$ cat src/reg_attr_pkg.sv
// Function
// Read-only bits return their value and ignore all writes.
// Clear-on-read bits return contents then clear; writes ignored.
// Write-only bits accept writes; read value is unspecified.
// Write-one-to-clear bits clear on a one, keep on a zero.
// Latch-low status stays low until read, then follows condition.
// Latch-high status stays high until read, then follows condition.
// Self-clearing bits set by writing one, then return to zero.
// Host writes zeros to reserved fields and ignores their reads.
// All registers reachable by any management port; PHY via its port. The code lets the PHY management port reach only phy_space requests.
// Read-write bits hold the last written value until write or reset.
`default_nettype none
package reg_attr_pkg;
  localparam int unsigned ADDR_W = 3;
  localparam int unsigned DATA_W = 8;

  // Register indices, one attribute each
  localparam logic [2:0] IDX_RW  = 3'h0;
  localparam logic [2:0] IDX_RO  = 3'h1;
  localparam logic [2:0] IDX_RC  = 3'h2;
  localparam logic [2:0] IDX_WO  = 3'h3;
  localparam logic [2:0] IDX_W1C = 3'h4;
  localparam logic [2:0] IDX_LL  = 3'h5;
  localparam logic [2:0] IDX_LH  = 3'h6;
  localparam logic [2:0] IDX_SC  = 3'h7;

  // Reset values and reserved-field mask
  localparam logic [7:0] RST_RW = 8'h00;
  localparam logic [7:0] RST_WO = 8'h00;
  localparam logic [7:0] RST_LL = 8'hFF;
  localparam logic [7:0] RST_ZERO = 8'h00;
  localparam logic [7:0] RSVD_MASK = 8'h7F;

  // Management port selection
  typedef enum logic [1:0] {
    PORT_SERIAL,
    PORT_TWO_WIRE,
    PORT_PHY_MGMT
  } mgmt_port_t;

  typedef struct packed {
    logic       valid;
    logic       write;
    logic [2:0] addr;
    logic [7:0] wdata;
    logic       phy_space;
  } reg_req_t;
endpackage : reg_attr_pkg
`default_nettype wire

$ cat src/register_access_attribute_logic.sv
`default_nettype none
module register_access_attribute_logic (
  // Clock and reset
  input  wire logic                     i_clk_sys,
  input  wire logic                     i_rst_b,
  // Requests from the three management ports
  input  wire reg_attr_pkg::reg_req_t   i_req_serial,
  input  wire reg_attr_pkg::reg_req_t   i_req_two_wire,
  input  wire reg_attr_pkg::reg_req_t   i_req_phy_mgmt,
  // Status conditions and sources from the core
  input  wire logic [7:0]               i_ro_value,
  input  wire logic [7:0]               i_rc_event,
  input  wire logic [7:0]               i_w1c_event,
  input  wire logic [7:0]               i_ll_cond,
  input  wire logic [7:0]               i_lh_cond,
  // Read answer
  output logic                          o_rd_valid,
  output logic [7:0]                    o_rd_data,
  output logic [1:0]                    o_rd_port,
  output logic                          o_rd_error,
  // Control outputs to the core
  output logic [7:0]                    o_rw_ctrl,
  output logic [7:0]                    o_wo_ctrl,
  output logic [7:0]                    o_sc_pulse
);

  logic [7:0] rw_reg;
  logic [7:0] wo_reg;
  logic [7:0] rc_reg;
  logic [7:0] w1c_reg;
  logic [7:0] ll_reg;
  logic [7:0] lh_reg;
  logic [7:0] sc_reg;
  reg_attr_pkg::reg_req_t req;
  reg_attr_pkg::mgmt_port_t port;
  logic       wr;
  logic       rd;
  logic       phy_denied;

  function automatic logic hit(input logic [2:0] a, input logic [2:0] idx);
    hit = (a == idx);
  endfunction : hit

  // port arbitration
  always_comb begin
    if (i_req_serial.valid) begin
      req  = i_req_serial;
      port = reg_attr_pkg::PORT_SERIAL;
    end else if (i_req_two_wire.valid) begin
      req  = i_req_two_wire;
      port = reg_attr_pkg::PORT_TWO_WIRE;
    end else begin
      req  = i_req_phy_mgmt;
      port = reg_attr_pkg::PORT_PHY_MGMT;
    end
  end

  // phy port limited to phy space
  assign phy_denied = (port == reg_attr_pkg::PORT_PHY_MGMT) && !req.phy_space;
  assign wr = req.valid && req.write && !phy_denied;
  assign rd = req.valid && !req.write && !phy_denied;

  // read-write storage
  always_ff @(posedge i_clk_sys or negedge i_rst_b) begin
    if (!i_rst_b) begin
      rw_reg <= reg_attr_pkg::RST_RW;
    end else if (wr && hit(req.addr, reg_attr_pkg::IDX_RW)) begin
      rw_reg <= req.wdata & reg_attr_pkg::RSVD_MASK;
    end
  end

  // write-only storage
  always_ff @(posedge i_clk_sys or negedge i_rst_b) begin
    if (!i_rst_b) begin
      wo_reg <= reg_attr_pkg::RST_WO;
    end else if (wr && hit(req.addr, reg_attr_pkg::IDX_WO)) begin
      wo_reg <= req.wdata;
    end
  end

  // clear on read, event wins
  always_ff @(posedge i_clk_sys or negedge i_rst_b) begin
    if (!i_rst_b) begin
      rc_reg <= reg_attr_pkg::RST_ZERO;
    end else if (rd && hit(req.addr, reg_attr_pkg::IDX_RC)) begin
      rc_reg <= i_rc_event;
    end else begin
      rc_reg <= rc_reg | i_rc_event;
    end
  end

  // write one to clear, event wins
  always_ff @(posedge i_clk_sys or negedge i_rst_b) begin
    if (!i_rst_b) begin
      w1c_reg <= reg_attr_pkg::RST_ZERO;
    end else if (wr && hit(req.addr, reg_attr_pkg::IDX_W1C)) begin
      w1c_reg <= (w1c_reg & ~req.wdata) | i_w1c_event;
    end else begin
      w1c_reg <= w1c_reg | i_w1c_event;
    end
  end

  // latch low, read releases
  always_ff @(posedge i_clk_sys or negedge i_rst_b) begin
    if (!i_rst_b) begin
      ll_reg <= reg_attr_pkg::RST_LL;
    end else if (rd && hit(req.addr, reg_attr_pkg::IDX_LL)) begin
      ll_reg <= i_ll_cond;
    end else begin
      ll_reg <= ll_reg & i_ll_cond;
    end
  end

  // latch high, read releases
  always_ff @(posedge i_clk_sys or negedge i_rst_b) begin
    if (!i_rst_b) begin
      lh_reg <= reg_attr_pkg::RST_ZERO;
    end else if (rd && hit(req.addr, reg_attr_pkg::IDX_LH)) begin
      lh_reg <= i_lh_cond;
    end else begin
      lh_reg <= lh_reg | i_lh_cond;
    end
  end

  // self clearing after one cycle
  always_ff @(posedge i_clk_sys or negedge i_rst_b) begin
    if (!i_rst_b) begin
      sc_reg <= reg_attr_pkg::RST_ZERO;
    end else if (wr && hit(req.addr, reg_attr_pkg::IDX_SC)) begin
      sc_reg <= req.wdata;
    end else begin
      sc_reg <= reg_attr_pkg::RST_ZERO;
    end
  end

  // Read answer
  always_ff @(posedge i_clk_sys or negedge i_rst_b) begin
    if (!i_rst_b) begin
      o_rd_valid <= 1'b0;
      o_rd_data  <= reg_attr_pkg::RST_ZERO;
      o_rd_port  <= 2'h0;
      o_rd_error <= 1'b0;
    end else begin
      o_rd_valid <= req.valid && !req.write;
      o_rd_port  <= port;
      o_rd_error <= req.valid && !req.write && phy_denied;
      if (!rd) begin
        o_rd_data <= reg_attr_pkg::RST_ZERO;
      end else if (hit(req.addr, reg_attr_pkg::IDX_RW)) begin
        o_rd_data <= rw_reg;
      end else if (hit(req.addr, reg_attr_pkg::IDX_RO)) begin
        // read-only returns live value
        o_rd_data <= i_ro_value;
      end else if (hit(req.addr, reg_attr_pkg::IDX_RC)) begin
        o_rd_data <= rc_reg;
      end else if (hit(req.addr, reg_attr_pkg::IDX_WO)) begin
        // write-only reads zero
        o_rd_data <= reg_attr_pkg::RST_ZERO;
      end else if (hit(req.addr, reg_attr_pkg::IDX_W1C)) begin
        o_rd_data <= w1c_reg;
      end else if (hit(req.addr, reg_attr_pkg::IDX_LL)) begin
        o_rd_data <= ll_reg;
      end else if (hit(req.addr, reg_attr_pkg::IDX_LH)) begin
        o_rd_data <= lh_reg;
      end else begin
        o_rd_data <= sc_reg;
      end
    end
  end

  assign o_rw_ctrl  = rw_reg;
  assign o_wo_ctrl  = wo_reg;
  assign o_sc_pulse = sc_reg;

  // hold between writes
  chk_rw_hold: assert property (@(posedge i_clk_sys) disable iff (!i_rst_b)
    !(wr && hit(req.addr, reg_attr_pkg::IDX_RW)) |=> $stable(rw_reg))
    else $error("rw register changed without write");
  // read-only live value
  chk_ro_read: assert property (@(posedge i_clk_sys) disable iff (!i_rst_b)
    (rd && hit(req.addr, reg_attr_pkg::IDX_RO)) |=> (o_rd_data == $past(i_ro_value)))
    else $error("read-only read mismatch");
  // cleared after read
  chk_rc_clear: assert property (@(posedge i_clk_sys) disable iff (!i_rst_b)
    (rd && hit(req.addr, reg_attr_pkg::IDX_RC)) |=> (rc_reg == $past(i_rc_event)))
    else $error("clear-on-read not cleared");
  // no bit sets without event unless a bit clears
  chk_w1c_keep: assert property (@(posedge i_clk_sys) disable iff (!i_rst_b)
    (w1c_reg != 8'h00) |=> ((w1c_reg & ~$past(w1c_reg)) == 8'h00 || $past(i_w1c_event) != 8'h00)
      or ((($past(w1c_reg) & ~w1c_reg)) != 8'h00))
    else $error("w1c bit set without event");
  // latch low holds
  chk_ll_hold: assert property (@(posedge i_clk_sys) disable iff (!i_rst_b)
    !(rd && hit(req.addr, reg_attr_pkg::IDX_LL)) |=> ((ll_reg & ~$past(ll_reg)) == 8'h00))
    else $error("latched low bit rose without read");
  // latch high holds
  chk_lh_hold: assert property (@(posedge i_clk_sys) disable iff (!i_rst_b)
    !(rd && hit(req.addr, reg_attr_pkg::IDX_LH)) |=> ((~lh_reg & $past(lh_reg)) == 8'h00))
    else $error("latched high bit fell without read");
  // self clear next cycle
  chk_sc_clear: assert property (@(posedge i_clk_sys) disable iff (!i_rst_b)
    (sc_reg != 8'h00) && !wr |=> (sc_reg == 8'h00))
    else $error("self-clearing bit stuck");
  // phy port restricted
  chk_phy_denied: assert property (@(posedge i_clk_sys) disable iff (!i_rst_b)
    (req.valid && !req.write && phy_denied) |=> (o_rd_error && o_rd_data == 8'h00))
    else $error("phy port reached switch space");
  // write-only stored
  chk_wo_store: assert property (@(posedge i_clk_sys) disable iff (!i_rst_b)
    (wr && hit(req.addr, reg_attr_pkg::IDX_WO)) |=> (o_wo_ctrl == $past(req.wdata)))
    else $error("write-only not stored");

  cov_rc_read: cover property (@(posedge i_clk_sys) rd && hit(req.addr, reg_attr_pkg::IDX_RC) && rc_reg != 8'h00);
  cov_w1c_write: cover property (@(posedge i_clk_sys) wr && hit(req.addr, reg_attr_pkg::IDX_W1C));
  cov_sc_pulse: cover property (@(posedge i_clk_sys) sc_reg != 8'h00);
  cov_two_wire: cover property (@(posedge i_clk_sys) rd && port == reg_attr_pkg::PORT_TWO_WIRE);
  cov_phy_denied: cover property (@(posedge i_clk_sys) req.valid && phy_denied);

  // read answer one cycle later
  chk_rd_answer: assert property (@(posedge i_clk_sys) disable iff (!i_rst_b)
    (req.valid && !req.write) |=> (o_rd_valid && o_rd_port == $past(port)))
    else $error("read answer missing");
  // no answer without read
  chk_rd_quiet: assert property (@(posedge i_clk_sys) disable iff (!i_rst_b)
    !(req.valid && !req.write) |=> (!o_rd_valid && o_rd_data == 8'h00))
    else $error("read answer without request");

endmodule : register_access_attribute_logic
`default_nettype wire

$ cat config.mk
export PLATFORM = sky130hd
export DESIGN_NAME = register_access_attribute_logic
export DESIGN_NICKNAME = d
export VERILOG_FILES = /design/src/reg_attr_pkg.sv /design/src/register_access_attribute_logic.sv
export SDC_FILE = /design/constraint.sdc
export NUM_CORES = 1
export LEC_CHECK = 0
export ABC_AREA = 1
export BUFFER_PORTS_ARGS = -buffer_cell sky130_fd_sc_hd__buf_2
export CAP_MARGIN = 20
export CORE_UTILIZATION = 40
export DETAILED_ROUTE_END_ITERATION = 8
export MAX_ROUTING_LAYER = met4
export PLACE_DENSITY = 0.78
export SLEW_MARGIN = 0
export SYNTH_ARGS = -nofsm -noshare
export SYNTH_HDL_FRONTEND = slang
export SYNTH_SLANG_ARGS = --single-unit
export TNS_END_PERCENT = 10
$ cat constraint.sdc
create_clock -name i_clk_sys -period 1.3 [get_ports i_clk_sys]
set_input_delay 0.13 -clock i_clk_sys [delete_from_list [all_inputs] [get_ports i_clk_sys]]
set_output_delay 0.13 -clock i_clk_sys [all_outputs]
set_load 0.1 [all_outputs]
==> results of run 1 <==
[placed cells by master, fill, tap and decap left out, types with 2 or more instances in the layout]
| cell type | count |
|---|---|
| a21oi_1 | 39 |
| buf_12 | 5 |
| buf_2 | 97 |
| buf_4 | 46 |
| bufinv_16 | 2 |
| clkbuf_4 | 10 |
| clkbuf_8 | 9 |
| clkinv_4 | 4 |
| clkinvlp_4 | 2 |
| dfrtp_1 | 51 |
| dfrtp_2 | 8 |
| dfstp_2 | 8 |
| dlygate4sd3_1 | 34 |
| inv_1 | 47 |
| inv_2 | 6 |
| nand2_1 | 89 |
| nand2_2 | 8 |
| nand3_1 | 11 |
| nand3_4 | 2 |
| nand4_1 | 8 |
| nor2_1 | 24 |
| nor2_2 | 5 |
| nor2_4 | 5 |
| nor3_4 | 2 |
| o211ai_1 | 8 |
| o21a_1 | 8 |
| o21ai_0 | 8 |
| o21ai_1 | 16 |
| o21bai_1 | 16 |
[area by class of cell]
| cell class | count | area, µm² |
|---|---|---|
| Clock buffer | 9 | 124 |
| Clock inverter | 7 | 103 |
| Fill cell | 687 | 2870 |
| Inverter | 54 | 206 |
| Multi-Input combinational cell | 257 | 1360 |
| Sequential cell | 67 | 1700 |
| Tap cell | 102 | 128 |
| Timing Repair Buffer | 193 | 1360 |
[per-stage QoR]
step | area [µm²] | power, W | hold slack (ns)
after floorplan | 3300 | 0.00491 | -0.166
after global placement | 4300 | 0.00566 | 0.174
after detailed placement | 4300 | 0.00570 | 0.182
after CTS | 4890 | 0.00778 | 0.0819
after global routing | 4980 | 0.00815 | 0.100
final | 4980 | 0.00782 | 0.0793
[report_power, final]
group / switching (W) / internal (W) / total, W
Sequential: 0.000184 / 0.00237 / 0.00256
Combinational: 0.00250 / 0.000807 / 0.00331
Clock: 0.000862 / 0.00109 / 0.00195
[cell families (layout without fill, tap and decap cells)]
logic type	after synthesis	after routing	share of synthesized area
compound gates	97	97	0.172
flops	67	67	0.513
simple gates	159	159	0.231
buf+inv	63	263	0.0818
other cells	1	1	0.00114
[worst min path at each step]
| stage | to | slack (ns) | cells past startpoint |
|---|---|---|---|
| after floorplan | lh_reg[0] | -0.17 | 0 |
| after global placement | rc_reg[2] | 0.17 | 2 |
| after detailed placement | lh_reg[6] | 0.18 | 2 |
| after CTS | o_rd_data[6] | 0.08 | 3 |
| after global routing | o_rd_data[6] | 0.10 | 3 |
| final | o_rd_data[6] | 0.08 | 3 |
[Yosys cell counts]
cell / instances
inv_1: 47
buf_4: 4
nand3_1: 11
clkinv_1: 1
dfrtp_1: 59
inv_2: 6
a31oi_1: 1
dfstp_2: 8
a21oi_1: 40
clkbuf_1: 1
o21ai_0: 11
nor2_4: 3
o21bai_1: 16
o21a_1: 8
nand3_4: 1
nand4_1: 8
nor2_8: 1
or2_0: 1
conb_1: 1
nand2_2: 8
nand2_1: 90
nor2_2: 6
nor2_1: 25
nor3_4: 2
o21ai_1: 13
buf_2: 2
nand3_2: 2
buf_6: 2
o211ai_1: 8
nor4_1: 1
[routing by layer]
layer  vias to the layer above  wire length, µm  part of all wire  track usage
met2                       116             4690              0.49        0.402
met1                      1510             4130              0.43        0.301
met5                         -                0                 0            -
li1                       1640                -                 -            -
met4                         0              173             0.018        0.101
met3                        17              607             0.063       0.0394
[timing repair]
action / CTS / global route
hold buffers: 34 / 0
buffers inserted: 0 / 2
hold endpoints to repair: 92 / 0
gates resized for setup: 9 / 22
pin swaps: 0 / 3
endpoints found under the setup margin: 9 / 44
==> impl_metrics.toml, run 1 <==
[status]
status = "completed"

[power]
leakage_nw = 2.62
cellPowerDensity_nw_per_um2 = 1570
ir_worst_vdd_mv = 1.20

[global_route]
antenna_found_initial = 0
grt_pass1_wl_mm = 15.4
grtUsageTotal = 0.244
grt-ovfl-total = 0
grt_max_degree = 68
grt_pass1_vias = 3358

[place]
preCtsSetupSlack_ns = -0.344
dp_hpwl_mm = 7.11
io_buffers = 116
gp_congestion = 0.915
dp.cells = 637

[timing]
fin_ws_ns = 0.0214
hold_violations = 0
timing.final.crit_share = 0.984
fmax_ghz = 0.782
setup_tns_ns = 0
report.final.slew_viol_count = 0
setup_viol = 0
fin_crit_ns = 1.28
rsz0062_at_grt = "yes"
finClkSkew_ns = 0.00850

[synth]
ys_ff_latch = 67
syn_nets = 471
synth.distinct_cells = 30
ys_warn_count = 0
yosys.area.top_type_share = 0.449
synth_area_leaders = "dfrtp_1, nand2_1, dfstp_2"
synthCells = 387
synth.avg_cell_area_um2 = 8.49
syn_area_um2 = 3290
synth_top_area_cell = "dfrtp_1"
synth_seq_area_share = 0.513

[hold_path]
hp-start = "i_ro_value[6]"
hold_class = "in -> reg"

[die]
dieArea_um2 = 8580
ios = 120
initial_core_util = 0.419
die_w_um = 92.7
rows = 32
core-area_um2 = 7850
die_y_um = 92.7

[drt]
wirelength_mm = 9.60
dr_total_vias = 3283
firstDrtPassIters = 4
postRouteAntennaNets = 0
wl_per_cell_um = 13.9
drt_iter0_markers = 126
drc_errors = 0
viasPerCell = 4.76

[critical_path]
end_kind = "output pin"
cp_slowest_cell = "buf_2"
max_stage_delay_ns = 0.42
worstPathMaxFanout = 2
worstSetupStartpoint = "o_sc_pulse[7]"
start_kind = "register"
crit_path_end = "o_sc_pulse[7]"
worstPathRequired_ns = 1.17
crit_family = "buffers and inverters"
crit_buf_inv = 1
cp_cell_sequence = "buf_2"
r2r-end = "o_rd_data[1]"
crit_cells = 1
cp.arrival_ns = 1.15
r2r_setup_slack_ns = 0.18
reg2reg_from = "ll_reg[1]"
worstSetupPathType = "reg -> out"
worstRegToRegCells = 6

[final_layout]
fin_cells = 689
diodes = 0
nets = 666
fin_util = 0.634
area_growth_pct = 51.4
drive_gt1_frac = 0.382

[clock_tree]
cts_tree = "built"
clk_latency_ns = 0.35
cts_buffers = 9
path_clk_slew_ns = 0.08
cts_root_buf = "clkbuf_8"
cts_buffer_depth = 2
clkSinkCount = 67
htree_num_levels = 3

[run]
drv_cap = 0
No activity file was read; power rests on OpenSTA's default activity.
==> run 2, diff against run 1 <==
- PLACE_DENSITY: 0.78 -> 0.67
==> run 2 against run 1 <==
  * Clock power fell by 7%
  * Largest power group unchanged
  * Largest cell class unchanged
  * Highest routed layer unchanged
  * Sequential cell count did not move
  * Final area fell by 0.18%
  * Register-to-register slack got worse by 0.02 ns
  * Core utilization fell by 0.11 points
  * Critical path type unchanged
==> impl_metrics.toml, run 2 (same netlist as run 1, synthesis figures left out) <==
[critical_path]
crit_buf_inv = 1
cp_cell_sequence = "buf_2"
r2r_setup_slack_ns = 0.16
start_kind = "register"
worstSetupPathType = "reg -> out"
max_stage_delay_ns = 0.42
worstPathRequired_ns = 1.17
worstPathMaxFanout = 1
cp.arrival_ns = 1.14
cp_slowest_cell = "buf_2"
crit_family = "buffers and inverters"
end_kind = "output pin"

[place]
dp_hpwl_mm = 6.98
dp.cells = 628
gp_congestion = 0.905
preCtsSetupSlack_ns = -0.369
io_buffers = 116
place_area_um2 = 4220

[final_layout]
area_growth_pct = 51.2
fin_cells = 685
seq_area_um2 = 1700
final_area_um2 = 4970
final_common_cell = "buf_2"
multi_input_area_um2 = 1410
drive_gt1_frac = 0.384
nets = 662
n_fill_cell = 726
diodes = 0
final_cell_mix = "buf_2, nand2_1, dfrtp_1, inv_1, buf_4"

[clock_tree]
cts_root_buf = "clkbuf_8"
clk_latency_ns = 0.37
cts_buffers = 9
clkSinkCount = 67
cts_buffer_depth = 2
path_clk_slew_ns = 0.09
htree_num_levels = 3
cts_tree = "built"

[status]
status = "completed"

[hold_path]
hold_class = "in -> reg"

[power]
total_power_w = 0.00770
ir_worst_vdd_mv = 1.12
leakage_nw = 2.62
cellPowerDensity_nw_per_um2 = 1550

[timing]
report.final.slew_viol_count = 0
whs_ns = 0.0643
fin_crit_ns = 1.27
hold_violations = 0
finClkSkew_ns = 0.0101
timing.final.crit_share = 0.976
fmax_ghz = 0.788
setup_viol = 0
rsz0062_at_grt = "yes"
fin_ws_ns = 0.0306

[run]
drv_cap = 0

[die]
rows = 32
ios = 120
die_w_um = 92.7
dieArea_um2 = 8580
core-area_um2 = 7850
initial_core_util = 0.419
die_y_um = 92.7

[global_route]
grtUsageTotal = 0.240
grt_max_degree = 68
grt_pass1_vias = 3188
grt_pass1_wl_mm = 15.0
antenna_found_initial = 0
grt-ovfl-total = 0

[drt]
viasPerCell = 4.79
drc_errors = 0
drt_iter0_markers = 203
wirelength_mm = 9.54
postRouteAntennaNets = 0
wl_per_cell_um = 13.9
dr_total_vias = 3282
firstDrtPassIters = 5
## run 2: per-stage QoR
stage                      util  TNS [ns]
after floorplan               -    -0.429
after global placement    0.537    -13.09
after detailed placement  0.537    -14.93
after CTS                 0.611         0
after global routing      0.633   -0.0792
final                     0.633         0
## run 2: final timing paths
check	start	to	depth (start not counted)
worst min register to register	w1c_reg[3]	w1c_reg[3]	2
min in group asynchronous	i_rst_b	o_wo_ctrl[3]	3
worst max-delay path	o_rd_port[0]	o_rd_port[0]	1
max in group asynchronous	i_rst_b	ll_reg[1]	3
worst min-delay path	i_ro_value[0]	o_rd_data[0]	3
worst max register to register	ll_reg[0]	o_rd_data[0]	6
## run 2: per-layer routing
| metal | global-route usage | share of wire |
|---|---|---|
| met1 | 0.295 | 0.43 |
| met2 | 0.399 | 0.49 |
| met3 | 0.0443 | 0.056 |
| met4 | 0.0846 | 0.014 |
| met5 | - | 0 |
## run 2: timing repair
action                     4_1_cts  5_1_grt
cloned                           0        2
hold buffers                    34        0
setup endpoints to repair       13       35
setup buffers                    0        5
pin swaps                        0        6
hold endpoints to repair        92        0
gates resized for setup         13       30
## run 2: layout make-up
| cell class | instances | area share |
|---|---|---|
| multi-input cells | 258 | 0.285 |
| clock inverters | 7 | 0.0164 |
| repair buffers | 188 | 0.266 |
| flip-flops and latches | 67 | 0.341 |
| clock buffers | 9 | 0.0249 |
| inverters | 54 | 0.0408 |
| well taps | 102 | 0.0257 |
## run 2: worst min-delay path, cell delays in order
cell and delay [ns]:
buf_2 0.08, a21oi_1 0.05, a21oi_1 0.13
## run 2: power by group
group	switching, W	leakage [nW]	internal (W)
Combinational	0.00252	1.79	0.000819
Sequential	0.000178	0.727	0.00237
Clock	0.000901	0.106	0.000914
